--- config.mk ---
export PLATFORM = sky130hd
export DESIGN_NAME = eil_top
export DESIGN_NICKNAME = d
export VERILOG_FILES = /design/src/verilog/eil_pkg.sv /design/src/verilog/eil_top.sv /design/src/verilog/eil_wb_decode.sv
export SDC_FILE = /design/constraint.sdc
export NUM_CORES = 1
export LEC_CHECK = 0
export BUFFER_PORTS_ARGS = -buffer_cell sky130_fd_sc_hd__buf_2
export CORE_ASPECT_RATIO = 0.6
export CORE_MARGIN = 2
export CORE_UTILIZATION = 43
export CTS_CLUSTER_DIAMETER = 30
export CTS_CLUSTER_SIZE = 12
export DETAILED_ROUTE_END_ITERATION = 10
export PLACE_DENSITY = 0.87
export SLEW_MARGIN = 20
export SYNTH_ARGS = -nofsm -noshare
export SYNTH_HDL_FRONTEND = slang
export SYNTH_HIERARCHICAL = 1
export SYNTH_SLANG_ARGS = --single-unit
--- constraint.sdc ---
create_clock -name clk_i -period 3.04 [get_ports clk_i]
set_input_delay 0.456 -clock clk_i [delete_from_list [all_inputs] [get_ports clk_i]]
set_output_delay 0.456 -clock clk_i [all_outputs]
set_load 0.02 [all_outputs]
--- src/verilog/eil_pkg.sv ---
// shared constants and types for the external interrupt latch block
package eil_pkg;
    // register word byte offsets
    localparam logic [3:0] OFF_STATUS_CONTROL = 4'h0;
    localparam logic [3:0] OFF_EVT_STATUS     = 4'h4;
    localparam logic [3:0] OFF_EVT_MASK       = 4'h8;
    localparam logic [3:0] OFF_BREAK_CTRL     = 4'hC;
    // status/control field positions
    localparam int BIT_SENS_SEL  = 0;
    localparam int BIT_MASK      = 1;
    localparam int BIT_ACK       = 2;
    localparam int BIT_PENDING   = 3;
    // break control field position
    localparam int BIT_BRK_CLR_EN = 0;
    // event status field positions
    localparam int EVT_LATCHED   = 0;
    localparam int EVT_ACKED     = 1;
    localparam int EVT_W         = 2;
    // interrupt vector locations
    localparam logic [15:0] VEC_ADDR_HI = 16'hFFFA;
    localparam logic [15:0] VEC_ADDR_LO = 16'hFFFB;
    // reset values
    localparam logic        RST_SENS    = 1'b0;
    localparam logic        RST_MASK    = 1'b0;
    localparam logic        RST_BRK_CLR = 1'b0;
    localparam logic [1:0]  RST_EVT     = 2'h0;

    typedef struct packed {
        logic [3:0]  adr;
        logic        we;
        logic [3:0]  sel;
        logic [31:0] dat;
        logic        req;
    } eil_wb_req_s;

    typedef struct packed {
        logic        vec_fetch;
        logic        brk_state;
        logic        ccr_imask;
    } eil_cpu_s;

    typedef struct packed {
        logic        pin_ff1;
        logic        pin_sync;
        logic        pin_prev;
        logic        latch;
        logic        ack_seen;
        logic        sens_sel;
        logic        mask;
        logic        brk_clr_en;
        logic [1:0]  evt_stat;
        logic [1:0]  evt_mask;
        logic        ack;
        logic [31:0] rdat;
        logic        cpu_req;
        logic        irq;
        logic [15:0] vec_addr;
        logic        vec_valid;
    } eil_state_s;
endpackage

--- src/verilog/eil_top.sv ---
// external interrupt latch with wishbone register access
//
// Local design decisions: the placing of the registers and the Wishbone register port.
`timescale 1ns/100ps
`default_nettype none
// Overview of operation
// - low pin latches request per sensitivity
// - vector fetch acknowledge clears the latch
// - writing one to ack clears latch
// - reset clears latch and sensitivity select
// - edge mode: acknowledge clears at once
// - level mode: needs acknowledge and pin high
// - level mode: pending while pin low
// - acknowledge leaves later edge detection intact
// - mask bit withholds request from CPU
// - pending flag read-only, ignores mask
// - serviced request loads fixed vector pair
// - CPU global mask also blocks request
// - break clear-enable lets ack clear latch
// - without clear-enable, break ack ignored
// - ack bit write-only, reads zero
// - mask bit read/write, reset clear
// - sensitivity bit read/write, reset clear
module eil_top (
    input  wire logic        clk_i,
    input  wire logic        rst_i,
    input  wire logic        cyc_i,
    input  wire logic        stb_i,
    input  wire logic        we_i,
    input  wire logic [31:0] adr_i,
    input  wire logic [3:0]  sel_i,
    input  wire logic [31:0] dat_i,
    output logic [31:0]      dat_o,
    output logic             ack_o,
    input  wire logic        ext_irq_pin_n_i,
    input  wire logic        vec_fetch_i,
    input  wire logic        brk_state_i,
    input  wire logic        ccr_imask_i,
    output logic             cpu_irq_req_o,
    output logic [15:0]      vec_addr_o,
    output logic             vec_valid_o,
    output logic             irq_pending_o,
    output logic             irq_o
);
    eil_pkg::eil_wb_req_s wb;
    eil_pkg::eil_cpu_s    cpu;
    eil_pkg::eil_state_s  st_reg;
    eil_pkg::eil_state_s  st_next;
    logic                 ack_reg;
    logic                 wr_ctl;
    logic                 wr_evt;
    logic                 wr_msk;
    logic                 wr_brk;
    logic                 sw_ack;
    logic                 hw_ack;
    logic                 fall;
    logic                 set_latch;
    logic                 clr_latch;
    logic                 level_hold;
    logic                 pend_ack;
    logic [1:0]           evt_set;
    logic                 in_range;

    eil_wb_decode u_dec (
        .cyc_i      (cyc_i),
        .stb_i      (stb_i),
        .we_i       (we_i),
        .adr_i      (adr_i),
        .sel_i      (sel_i),
        .dat_i      (dat_i),
        .ack_busy_i (ack_reg),
        .req_o      (wb)
    );

    assign cpu.vec_fetch = vec_fetch_i;
    assign cpu.brk_state = brk_state_i;
    assign cpu.ccr_imask = ccr_imask_i;

    // strobes; all fields live in byte lane 0
    assign in_range = (adr_i[31:4] == 28'h000_0000);
    assign wr_ctl = wb.req & wb.we & wb.sel[0] & in_range
                    & (wb.adr == eil_pkg::OFF_STATUS_CONTROL);
    assign wr_evt = wb.req & wb.we & wb.sel[0] & in_range
                    & (wb.adr == eil_pkg::OFF_EVT_STATUS);
    assign wr_msk = wb.req & wb.we & wb.sel[0] & in_range
                    & (wb.adr == eil_pkg::OFF_EVT_MASK);
    assign wr_brk = wb.req & wb.we & wb.sel[0] & in_range
                    & (wb.adr == eil_pkg::OFF_BREAK_CTRL);

    always_comb begin
        st_next = st_reg;
        // two-stage synchroniser, edge seen on stage two only
        st_next.pin_ff1  = ext_irq_pin_n_i;
        st_next.pin_sync = st_reg.pin_ff1;
        st_next.pin_prev = st_reg.pin_sync;
        fall = st_reg.pin_prev & ~st_reg.pin_sync;

        // software ack, held off in break unless clear-enable set
        sw_ack = wr_ctl & wb.dat[eil_pkg::BIT_ACK]
                 & (~cpu.brk_state | st_reg.brk_clr_en);
        hw_ack = cpu.vec_fetch;

        // a falling edge is never blocked by acknowledge
        level_hold = st_reg.sens_sel & ~st_reg.pin_sync;
        set_latch = fall | level_hold;
        clr_latch = sw_ack | hw_ack;
        // in level mode, an ack taken while the pin is low is kept until the pin returns high
        pend_ack = clr_latch | st_reg.ack_seen;
        if (set_latch) begin
            st_next.latch = 1'b1;
        end else if (pend_ack) begin
            st_next.latch = 1'b0;
        end
        st_next.ack_seen = st_next.latch
                           & (st_reg.ack_seen | (clr_latch & level_hold));

        if (wr_ctl) begin
            st_next.sens_sel = wb.dat[eil_pkg::BIT_SENS_SEL];
            st_next.mask     = wb.dat[eil_pkg::BIT_MASK];
        end
        if (wr_brk) begin
            st_next.brk_clr_en = wb.dat[eil_pkg::BIT_BRK_CLR_EN];
        end
        st_next.ack = sw_ack;

        // block events: sticky, set beats write-one clear
        evt_set = '0;
        evt_set[eil_pkg::EVT_LATCHED] = set_latch & ~st_reg.latch;
        evt_set[eil_pkg::EVT_ACKED]   = st_reg.latch & ~st_next.latch;
        if (wr_evt) begin
            st_next.evt_stat = st_reg.evt_stat & ~wb.dat[eil_pkg::EVT_W-1:0];
        end
        st_next.evt_stat = st_next.evt_stat | evt_set;
        if (wr_msk) begin
            st_next.evt_mask = wb.dat[eil_pkg::EVT_W-1:0];
        end
        st_next.irq = |(st_next.evt_stat & st_next.evt_mask);

        // cpu request gated by local and global masks
        st_next.cpu_req = st_next.latch & ~st_next.mask & ~cpu.ccr_imask;
        // vector pair presented on service of unmasked request
        st_next.vec_valid = st_reg.cpu_req & cpu.vec_fetch;
        st_next.vec_addr  = eil_pkg::VEC_ADDR_HI;
        if (st_reg.vec_valid) begin
            st_next.vec_addr = eil_pkg::VEC_ADDR_LO;
        end

        // read mux, ack bit always reads zero
        st_next.rdat = '0;
        if (wb.req & ~wb.we & in_range) begin
            unique case (wb.adr)
                eil_pkg::OFF_STATUS_CONTROL: begin
                    st_next.rdat[eil_pkg::BIT_PENDING]  = st_reg.latch;
                    st_next.rdat[eil_pkg::BIT_ACK]      = 1'b0;
                    st_next.rdat[eil_pkg::BIT_MASK]     = st_reg.mask;
                    st_next.rdat[eil_pkg::BIT_SENS_SEL] = st_reg.sens_sel;
                end
                eil_pkg::OFF_EVT_STATUS: begin
                    st_next.rdat[eil_pkg::EVT_W-1:0] = st_reg.evt_stat;
                end
                eil_pkg::OFF_EVT_MASK: begin
                    st_next.rdat[eil_pkg::EVT_W-1:0] = st_reg.evt_mask;
                end
                eil_pkg::OFF_BREAK_CTRL: begin
                    st_next.rdat[eil_pkg::BIT_BRK_CLR_EN] = st_reg.brk_clr_en;
                end
                default: begin
                    st_next.rdat = '0;
                end
            endcase
        end
    end

    always_ff @(posedge clk_i) begin
        if (rst_i) begin
            st_reg            <= '0;
            // synchroniser keeps tracking, so a pin held low gives no false edge
            st_reg.pin_ff1    <= st_next.pin_ff1;
            st_reg.pin_sync   <= st_next.pin_sync;
            st_reg.pin_prev   <= st_next.pin_prev;
            st_reg.latch      <= 1'b0;
            st_reg.sens_sel   <= eil_pkg::RST_SENS;
            st_reg.mask       <= eil_pkg::RST_MASK;
            st_reg.brk_clr_en <= eil_pkg::RST_BRK_CLR;
            st_reg.evt_stat   <= eil_pkg::RST_EVT;
            st_reg.evt_mask   <= eil_pkg::RST_EVT;
            st_reg.ack        <= 1'b0;
            st_reg.vec_addr   <= eil_pkg::VEC_ADDR_HI;
            ack_reg           <= 1'b0;
        end else begin
            st_reg  <= st_next;
            // unmapped addresses are acked and read zero
            ack_reg <= wb.req;
        end
    end

    assign dat_o         = st_reg.rdat;
    assign ack_o         = ack_reg;
    assign cpu_irq_req_o = st_reg.cpu_req;
    assign vec_addr_o    = st_reg.vec_addr;
    assign vec_valid_o   = st_reg.vec_valid;
    assign irq_pending_o = st_reg.latch;
    assign irq_o         = st_reg.irq;
endmodule
`default_nettype wire

--- src/verilog/eil_wb_decode.sv ---
// wishbone classic slave front end: request decode and byte enables
`timescale 1ns/100ps
`default_nettype none
module eil_wb_decode (
    input  wire logic                 cyc_i,
    input  wire logic                 stb_i,
    input  wire logic                 we_i,
    input  wire logic [31:0]          adr_i,
    input  wire logic [3:0]           sel_i,
    input  wire logic [31:0]          dat_i,
    input  wire logic                 ack_busy_i,
    output eil_pkg::eil_wb_req_s      req_o
);
    always_comb begin
        req_o.adr = adr_i[3:0];
        req_o.we  = we_i;
        req_o.sel = sel_i;
        req_o.dat = dat_i;
        // one access per request; ack_busy stops a second take before release
        req_o.req = cyc_i & stb_i & ~ack_busy_i;
    end
endmodule
`default_nettype wire

* Word level (Yosys, flattened, before mapping)
Cells that the tools add are included.
** Word-level totals
- Register bits after elaboration :: 64
- Bits of input ports :: 77
- Logic and storage cells :: 76
** Operators by class
- Equality and inequality tests :: 3
- Muxes and demuxes :: 9
- Bitwise operators :: 41
- Reductions and logical operators :: 5
** Operator list (count)
- logical NOT 28 bit :: 1
- bitwise AND 1 bit :: 22
- NOT 1 bit :: 10
- equality test 4 bit, second input constant :: 2
- 2-to-1 mux 2 bit :: 3
- OR 1 bit :: 5
- bitwise AND 2 bit :: 2
- equality test 4 x 3 -> 1 bit, second input constant :: 1
- logical NOT 4 bit :: 1
- 2-to-1 mux 1 bit :: 4
- one-hot mux 1 bit (4 select lines) :: 1
- OR reduction 2 bit :: 2
- one-hot mux 1 bit (3 select lines) :: 1
- OR reduction 3 bit :: 1
- NOT 2 bit :: 1
- OR 2 bit :: 1

* Longest topological paths before layout
Gate-level depths: netlist of the first run.
- Depth in word-level cells :: 17
- Gate-level depth with buffers :: 7

* Hierarchy
Netlist of the first run, hierarchy kept.
** By module, submodules not included
- eil_top :: instances 1, cells each 141, area an instance 1320.0 um^2, seq. area each 400.4 um^2
- eil_wb_decode :: instances 1, cells each 42, area an instance 316.6 um^2, seq. area each 0.0 um^2

* Worst setup path before layout of the first run
No wires, ideal clock.
- Kind :: in2reg
- From :: input adr_i[20]
- To :: register st_reg[59] (netlist bit)
- Data arrival time :: 1.861 ns
- Data required time :: 2.937 ns
- Setup slack :: 1.076 ns
- Cell stages on the path :: 5
- Cell sequence :: nor4_2 > nand4_2 > nor4b_4 > nand3_2 > a2111oi_2
** Between the ends
- Word-level cells in the longest chain between the ends :: 10
- Elaborated cells between the ends (all ways) :: 12
** RTL lines
- start: declaration :: RTL line eil_top.sv:30 : input wire logic [31:0] adr_i,
- logical NOT 28 bit * :: RTL line eil_top.sv:80 : assign in_range = (adr_i[31:4] == 28'h000_0000);
- bitwise AND 1 bit * :: RTL line eil_top.sv:81 : assign wr_ctl = wb.req & wb.we & wb.sel[0] & in_range
- bitwise AND 1 bit * :: RTL line eil_top.sv:82 : & (wb.adr == eil_pkg::OFF_STATUS_CONTROL);
- bitwise AND 1 bit * :: RTL line eil_top.sv:99 : sw_ack = wr_ctl & wb.dat[eil_pkg::BIT_ACK]
- bitwise AND 1 bit * :: RTL line eil_top.sv:100 : & (~cpu.brk_state | st_reg.brk_clr_en);
- OR 1 bit * :: RTL line eil_top.sv:106 : clr_latch = sw_ack | hw_ack;
- OR 1 bit :: RTL line eil_top.sv:108 : pend_ack = clr_latch | st_reg.ack_seen;
- 2-to-1 mux 1 bit :: RTL line eil_top.sv:111 : end else if (pend_ack) begin
- 2-to-1 mux 1 bit :: RTL line eil_top.sv:109 : if (set_latch) begin
- bitwise AND 1 bit * :: RTL line eil_top.sv:115 : & (st_reg.ack_seen | (clr_latch & level_hold));
- end signal: assignment :: RTL line eil_top.sv:191 : st_reg <= st_next;
- end: declaration :: RTL line eil_top.sv:47 : eil_pkg::eil_state_s st_reg;
Every way passes the cells marked *; elsewhere a longest branch is shown, timed or not.
A chain may end at the register's enable or synchronous reset.

* Worst setup path after layout of the first run
Ends and elaborated chain as after synthesis.

==> impl_metrics.py, run 1 <==
metrics = {
    "drt": {
        "drtIter0Drc": 56,
        "vias_per_cell": 4.24,
        "drc_errors": 0,
        "firstDrtPassIters": 4,
        "antenna_left": 0,
        "wl_per_cell_um": 10.6,
        "dr_total_vias": 989,
        "wl_um": 2460,
    },
    "placed_design": {
        "gp_routability_congestion": 0.870,
        "io_buffer_count": 53,
        "dp_hpwl_um": 2120,
        "placed_cells": 229,
    },
    "cts": {
        "cts_made_buffers": 3,
        "clk_path_buf_depth": 2,
        "clock_sinks": 20,
        "clock_tree.root_cell": "clkbuf_8",
        "htree_levels": 1,
        "cts_tree": "yes",
        "cts_resized": 0,
        "clkTransAtPathRegs_ns": 0.07,
        "cts_hold_repair.buffers": 0,
        "cts_setup_buffers": 0,
        "insertion_delay_ns": 0.26,
    },
    "worst_setup_path": {
        "slowest_stage": "nor4b_4",
        "critPathMaxFanout": 7,
        "reg2reg_slack_ns": 1.14,
        "path_cells": "buf_2 -> nor4_2 -> nand4_2 -> nor4b_4 -> nand3_2 -> a2111oi_2",
        "path_buf_inv": 1,
        "cp-startpoint": "adr_i[20]",
        "start_kind": "primary input",
        "path_delay_family": "simple AND/OR/NAND/NOR gates",
        "r2r_start": "ack_o",
        "cpPeakStageDelay_ns": 0.61,
        "crit_required_ns": 3.20,
        "arrival_ns": 2.22,
        "critPathKind": "in2reg",
        "cp-end-kind": "flip-flop",
    },
    "sta": {
        "fmax_mhz": 486,
        "finalHoldViolations": 0,
        "fin_setup_tns_ns": 0,
        "layout_min_cycle_time_ns": 2.06,
        "max_slew_margin": 0.641,
        "fin_worst_skew_ns": 0.00269,
        "grt_setup_unrepaired": "false",
        "slew_viol_final": 0,
        "tightestPinTransition_ns": 0.536,
        "hold_slack_ns": 0.297,
        "fin_crit_sh": 0.677,
        "setup_viol": 0,
    },
    "finish": {
        "mostFrequentLayoutCells": "buf_2 (53), conb_1 (44), dfxtp_1 (20)",
        "drive_gt1_frac": 0.377,
        "fin_cells": 233,
        "final_util": 0.500,
        "layout_commonest_cell": "buf_2",
        "largest_reg_flops": 9,
        "fin_nets": 269,
        "fillers": 300,
        "num_antenna_cells": 0,
        "area_growth_pct": 6.81,
    },
    "global_routing": {
        "grt_max_degree": 15,
        "grt_pass1_vias": 848,
        "grt_pass1_wl_um": 3890,
        "antenna_found_initial": 0,
        "grt-ovfl-total": 0,
        "gr-usage-all-layers": 0.138,
    },
    "synthesis": {
        "syn_area_um2": 1400,
        "synthCells": 151,
        "ys_warn_count": 6,
        "syn_avg_cell_area_um2": 9.25,
    },
    "floorplanning": {
        "dieWidth_um": 77.6,
        "die_y_um": 48.1,
        "boundaryPins": 130,
        "initial_core_util": 0.468,
        "placementRows": 15,
        "die_area_um2": 3730,
        "core-area_um2": 2980,
    },
    "power_and_ir_drop": {
        "p_total_w": 0.000584,
        "p_leak_nw": 0.707,
        "ir_drop_mv": 0.205,
        "power_density_nw_per_um2": 391,
    },
    "min_path": {
        "holdCritPathClass": "in2reg",
        "min_from": "ext_irq_pin_n_i",
    },
    "run": {
        "maxCapViolations": 0,
    },
    "outcome": {
        "status": "finished, final reports clean",
    },
}
-- layer usage --
| layer | vias to the layer above | wire (um) | track usage |
|---|---|---|---|
| li1 | 499 | - | - |
| met1 | 441 | 1130 | 0.188 |
| met2 | 49 | 1090 | 0.226 |
| met3 | 0 | 247 | 0.0444 |
| met4 | 0 | 0 | 0.0214 |
| met5 | - | 0 | 0 |
-- final timing paths --
check,endpoint,cells after the start
setup / recovery,st_reg[59],6
hold / removal,st_next[62],1
setup reg to reg,st_reg[59],5
hold reg to reg,st_next[61],0
-- per-stage QoR --
step	worst slack, ns	area [um^2]
after floorplan	1.08	1550
after global placement	0.752	1440
after detailed placement	0.692	1440
after CTS	0.965	1490
after global routing	0.717	1490
final	0.983	1490
-- power breakdown --
group          switching [W]  total, W  internal, W
sequential        0.00000360  0.000271     0.000267
clock              0.0000826  0.000198     0.000115
combinational      0.0000806  0.000115    0.0000343
-- area by class of cell --
cell class | count | area (um^2) | share of cell area
Multi-Input combinational cell | 114 | 718 | 0.482
Sequential cell | 20 | 400 | 0.268
Timing Repair Buffer | 53 | 265 | 0.178
Tap cell | 42 | 52.6 | 0.0352
Clock buffer | 4 | 55.1 | 0.0369
No activity file was read; power rests on OpenSTA's default activity.
==> run 2: changes to the inputs <==
--- a/config.mk
+++ b/config.mk
@@ -8,11 +8,11 @@
 export BUFFER_PORTS_ARGS = -buffer_cell sky130_fd_sc_hd__buf_2
 export CORE_ASPECT_RATIO = 0.6
 export CORE_MARGIN = 2
-export CORE_UTILIZATION = 43
+export CORE_UTILIZATION = 40
 export CTS_CLUSTER_DIAMETER = 30
 export CTS_CLUSTER_SIZE = 12
 export DETAILED_ROUTE_END_ITERATION = 10
-export PLACE_DENSITY = 0.87
+export PLACE_DENSITY = 0.81
 export SLEW_MARGIN = 20
 export SYNTH_ARGS = -nofsm -noshare
 export SYNTH_HDL_FRONTEND = slang
==> constraint.sdc (replaced) <==
create_clock -name clk_i -period 1.9 [get_ports clk_i]
set_input_delay 0.285 -clock clk_i [delete_from_list [all_inputs] [get_ports clk_i]]
set_output_delay 0.285 -clock clk_i [all_outputs]
set_load 0.02 [all_outputs]
==> impl_metrics.py, run 2 (synthesized netlist as in run 1, its figures left out) <==
metrics = {
    "worst_setup_path": {
        "start_kind": "flip-flop",
        "critPathKind": "reg2reg",
        "critPathMaxFanout": 6,
        "cp-end-kind": "flip-flop",
        "crit_required_ns": 2.10,
        "reg2reg_slack_ns": 0.11,
        "reg2regPathDepth": 5,
        "arrival_ns": 1.99,
    },
    "finish": {
        "layout_commonest_cell": "buf_2",
        "num_antenna_cells": 0,
        "final_area_um2": 1510,
        "largest_reg_flops": 9,
        "area_growth_pct": 8.15,
        "final_util": 0.457,
        "fin_nets": 271,
        "mostFrequentLayoutCells": "buf_2 (53), conb_1 (44), dfxtp_1 (20)",
        "drive_gt1_frac": 0.383,
        "fillers": 359,
    },
    "cts": {
        "cts_made_buffers": 3,
        "cts_tree": "yes",
        "clkTransAtPathRegs_ns": 0.07,
        "clock_sinks": 20,
        "cts_hold_repair.buffers": 0,
        "clk_path_buf_depth": 2,
        "cts_resized": 0,
        "cts_setup_buffers": 0,
        "htree_levels": 1,
        "insertion_delay_ns": 0.25,
        "clock_tree.root_cell": "clkbuf_8",
    },
    "placed_design": {
        "place_area_um2": 1460,
        "dp_slack_ns": -0.118,
        "dp_hpwl_um": 2160,
        "gp_routability_congestion": 0.832,
        "io_buffer_count": 53,
    },
    "global_routing": {
        "gr-usage-met1": 0.164,
        "grt_pass1_wl_um": 3680,
        "grt-ovfl-total": 0,
        "use_met2": 0.186,
        "grt_pass1_vias": 824,
        "gr-max-usage-layer": "met2",
        "met3_usage": 0.0458,
        "grt_max_degree": 15,
        "antenna_found_initial": 0,
        "gr-usage-all-layers": 0.121,
    },
    "floorplanning": {
        "die_area_um2": 3990,
        "die_y_um": 49.8,
        "dieWidth_um": 80.3,
        "core-area_um2": 3300,
        "boundaryPins": 130,
        "placementRows": 16,
        "initial_core_util": 0.423,
    },
    "min_path": {
        "hold_path_depth": 1,
        "holdCritPathClass": "in2reg",
    },
    "power_and_ir_drop": {
        "ir_drop_mv": 0.445,
        "power_density_nw_per_um2": 621,
        "p_leak_nw": 0.718,
    },
    "drt": {
        "firstDrtPassIters": 4,
        "vias_per_cell": 4.15,
        "antenna_left": 0,
        "drc_errors": 0,
        "drtIter0Drc": 23,
        "wl_per_cell_um": 10.5,
        "wl_um": 2500,
        "dr_total_vias": 988,
    },
    "sta": {
        "hold_slack_ns": 0.126,
        "grt_setup_unrepaired": "false",
        "fmax_mhz": 558,
        "finalHoldViolations": 0,
        "fin_setup_tns_ns": 0,
        "fin_ws_ns": 0.108,
        "fin_worst_skew_ns": 0.00234,
        "slew_viol_final": 0,
        "setup_viol": 0,
        "fin_crit_sh": 0.943,
        "layout_min_cycle_time_ns": 1.79,
    },
    "outcome": {
        "status": "finished, final reports clean",
    },
    "run": {
        "maxCapViolations": 0,
    },
}
==> run 2: area by class of cell <==
type / instances / area (um^2) / share of cell area
multi-input cells: 114 / 718 / 0.476
flip-flops and latches: 20 / 400 / 0.265
repair buffers: 55 / 280 / 0.186
well taps: 45 / 56.3 / 0.0373
clock buffers: 4 / 55.1 / 0.0365
==> run 2: routing by layer <==
metal,wire [um],share of wire
met3,219,0.088
met2,1070,0.43
met4,0,0
met1,1200,0.48
met5,0,0
==> run 2: worst paths after layout <==
path,startpoint,to
max reg2reg,ack_o,st_reg[55]
max,ack_o,st_reg[55]
min,ext_irq_pin_n_i,st_next[62]
min reg2reg,st_next[62],st_next[61]
==> run 2: critical path, cell delays in order, from the launching register on <==
cell and delay (ns):
dfxtp_1 0.31, and3b_1 0.23, nand3_1 0.27, or4_1 0.51, o211ai_1 0.27, nor2b_1 0.16
==> run 2: power breakdown <==
group | internal, W | switching [W]
combinational | 0.0000549 | 0.000129
clock | 0.000184 | 0.000137
sequential | 0.000428 | 0.00000593
total | 0.000667 | 0.000271
==> run 2: per-stage QoR <==
step | total power (W) | std cells
floorplan | 0.000646 | 193
finish | 0.000938 | 238
CTS | 0.000946 | 238
global placement | 0.000623 | 234
detailed placement | 0.000626 | 234
global route | 0.000985 | 238
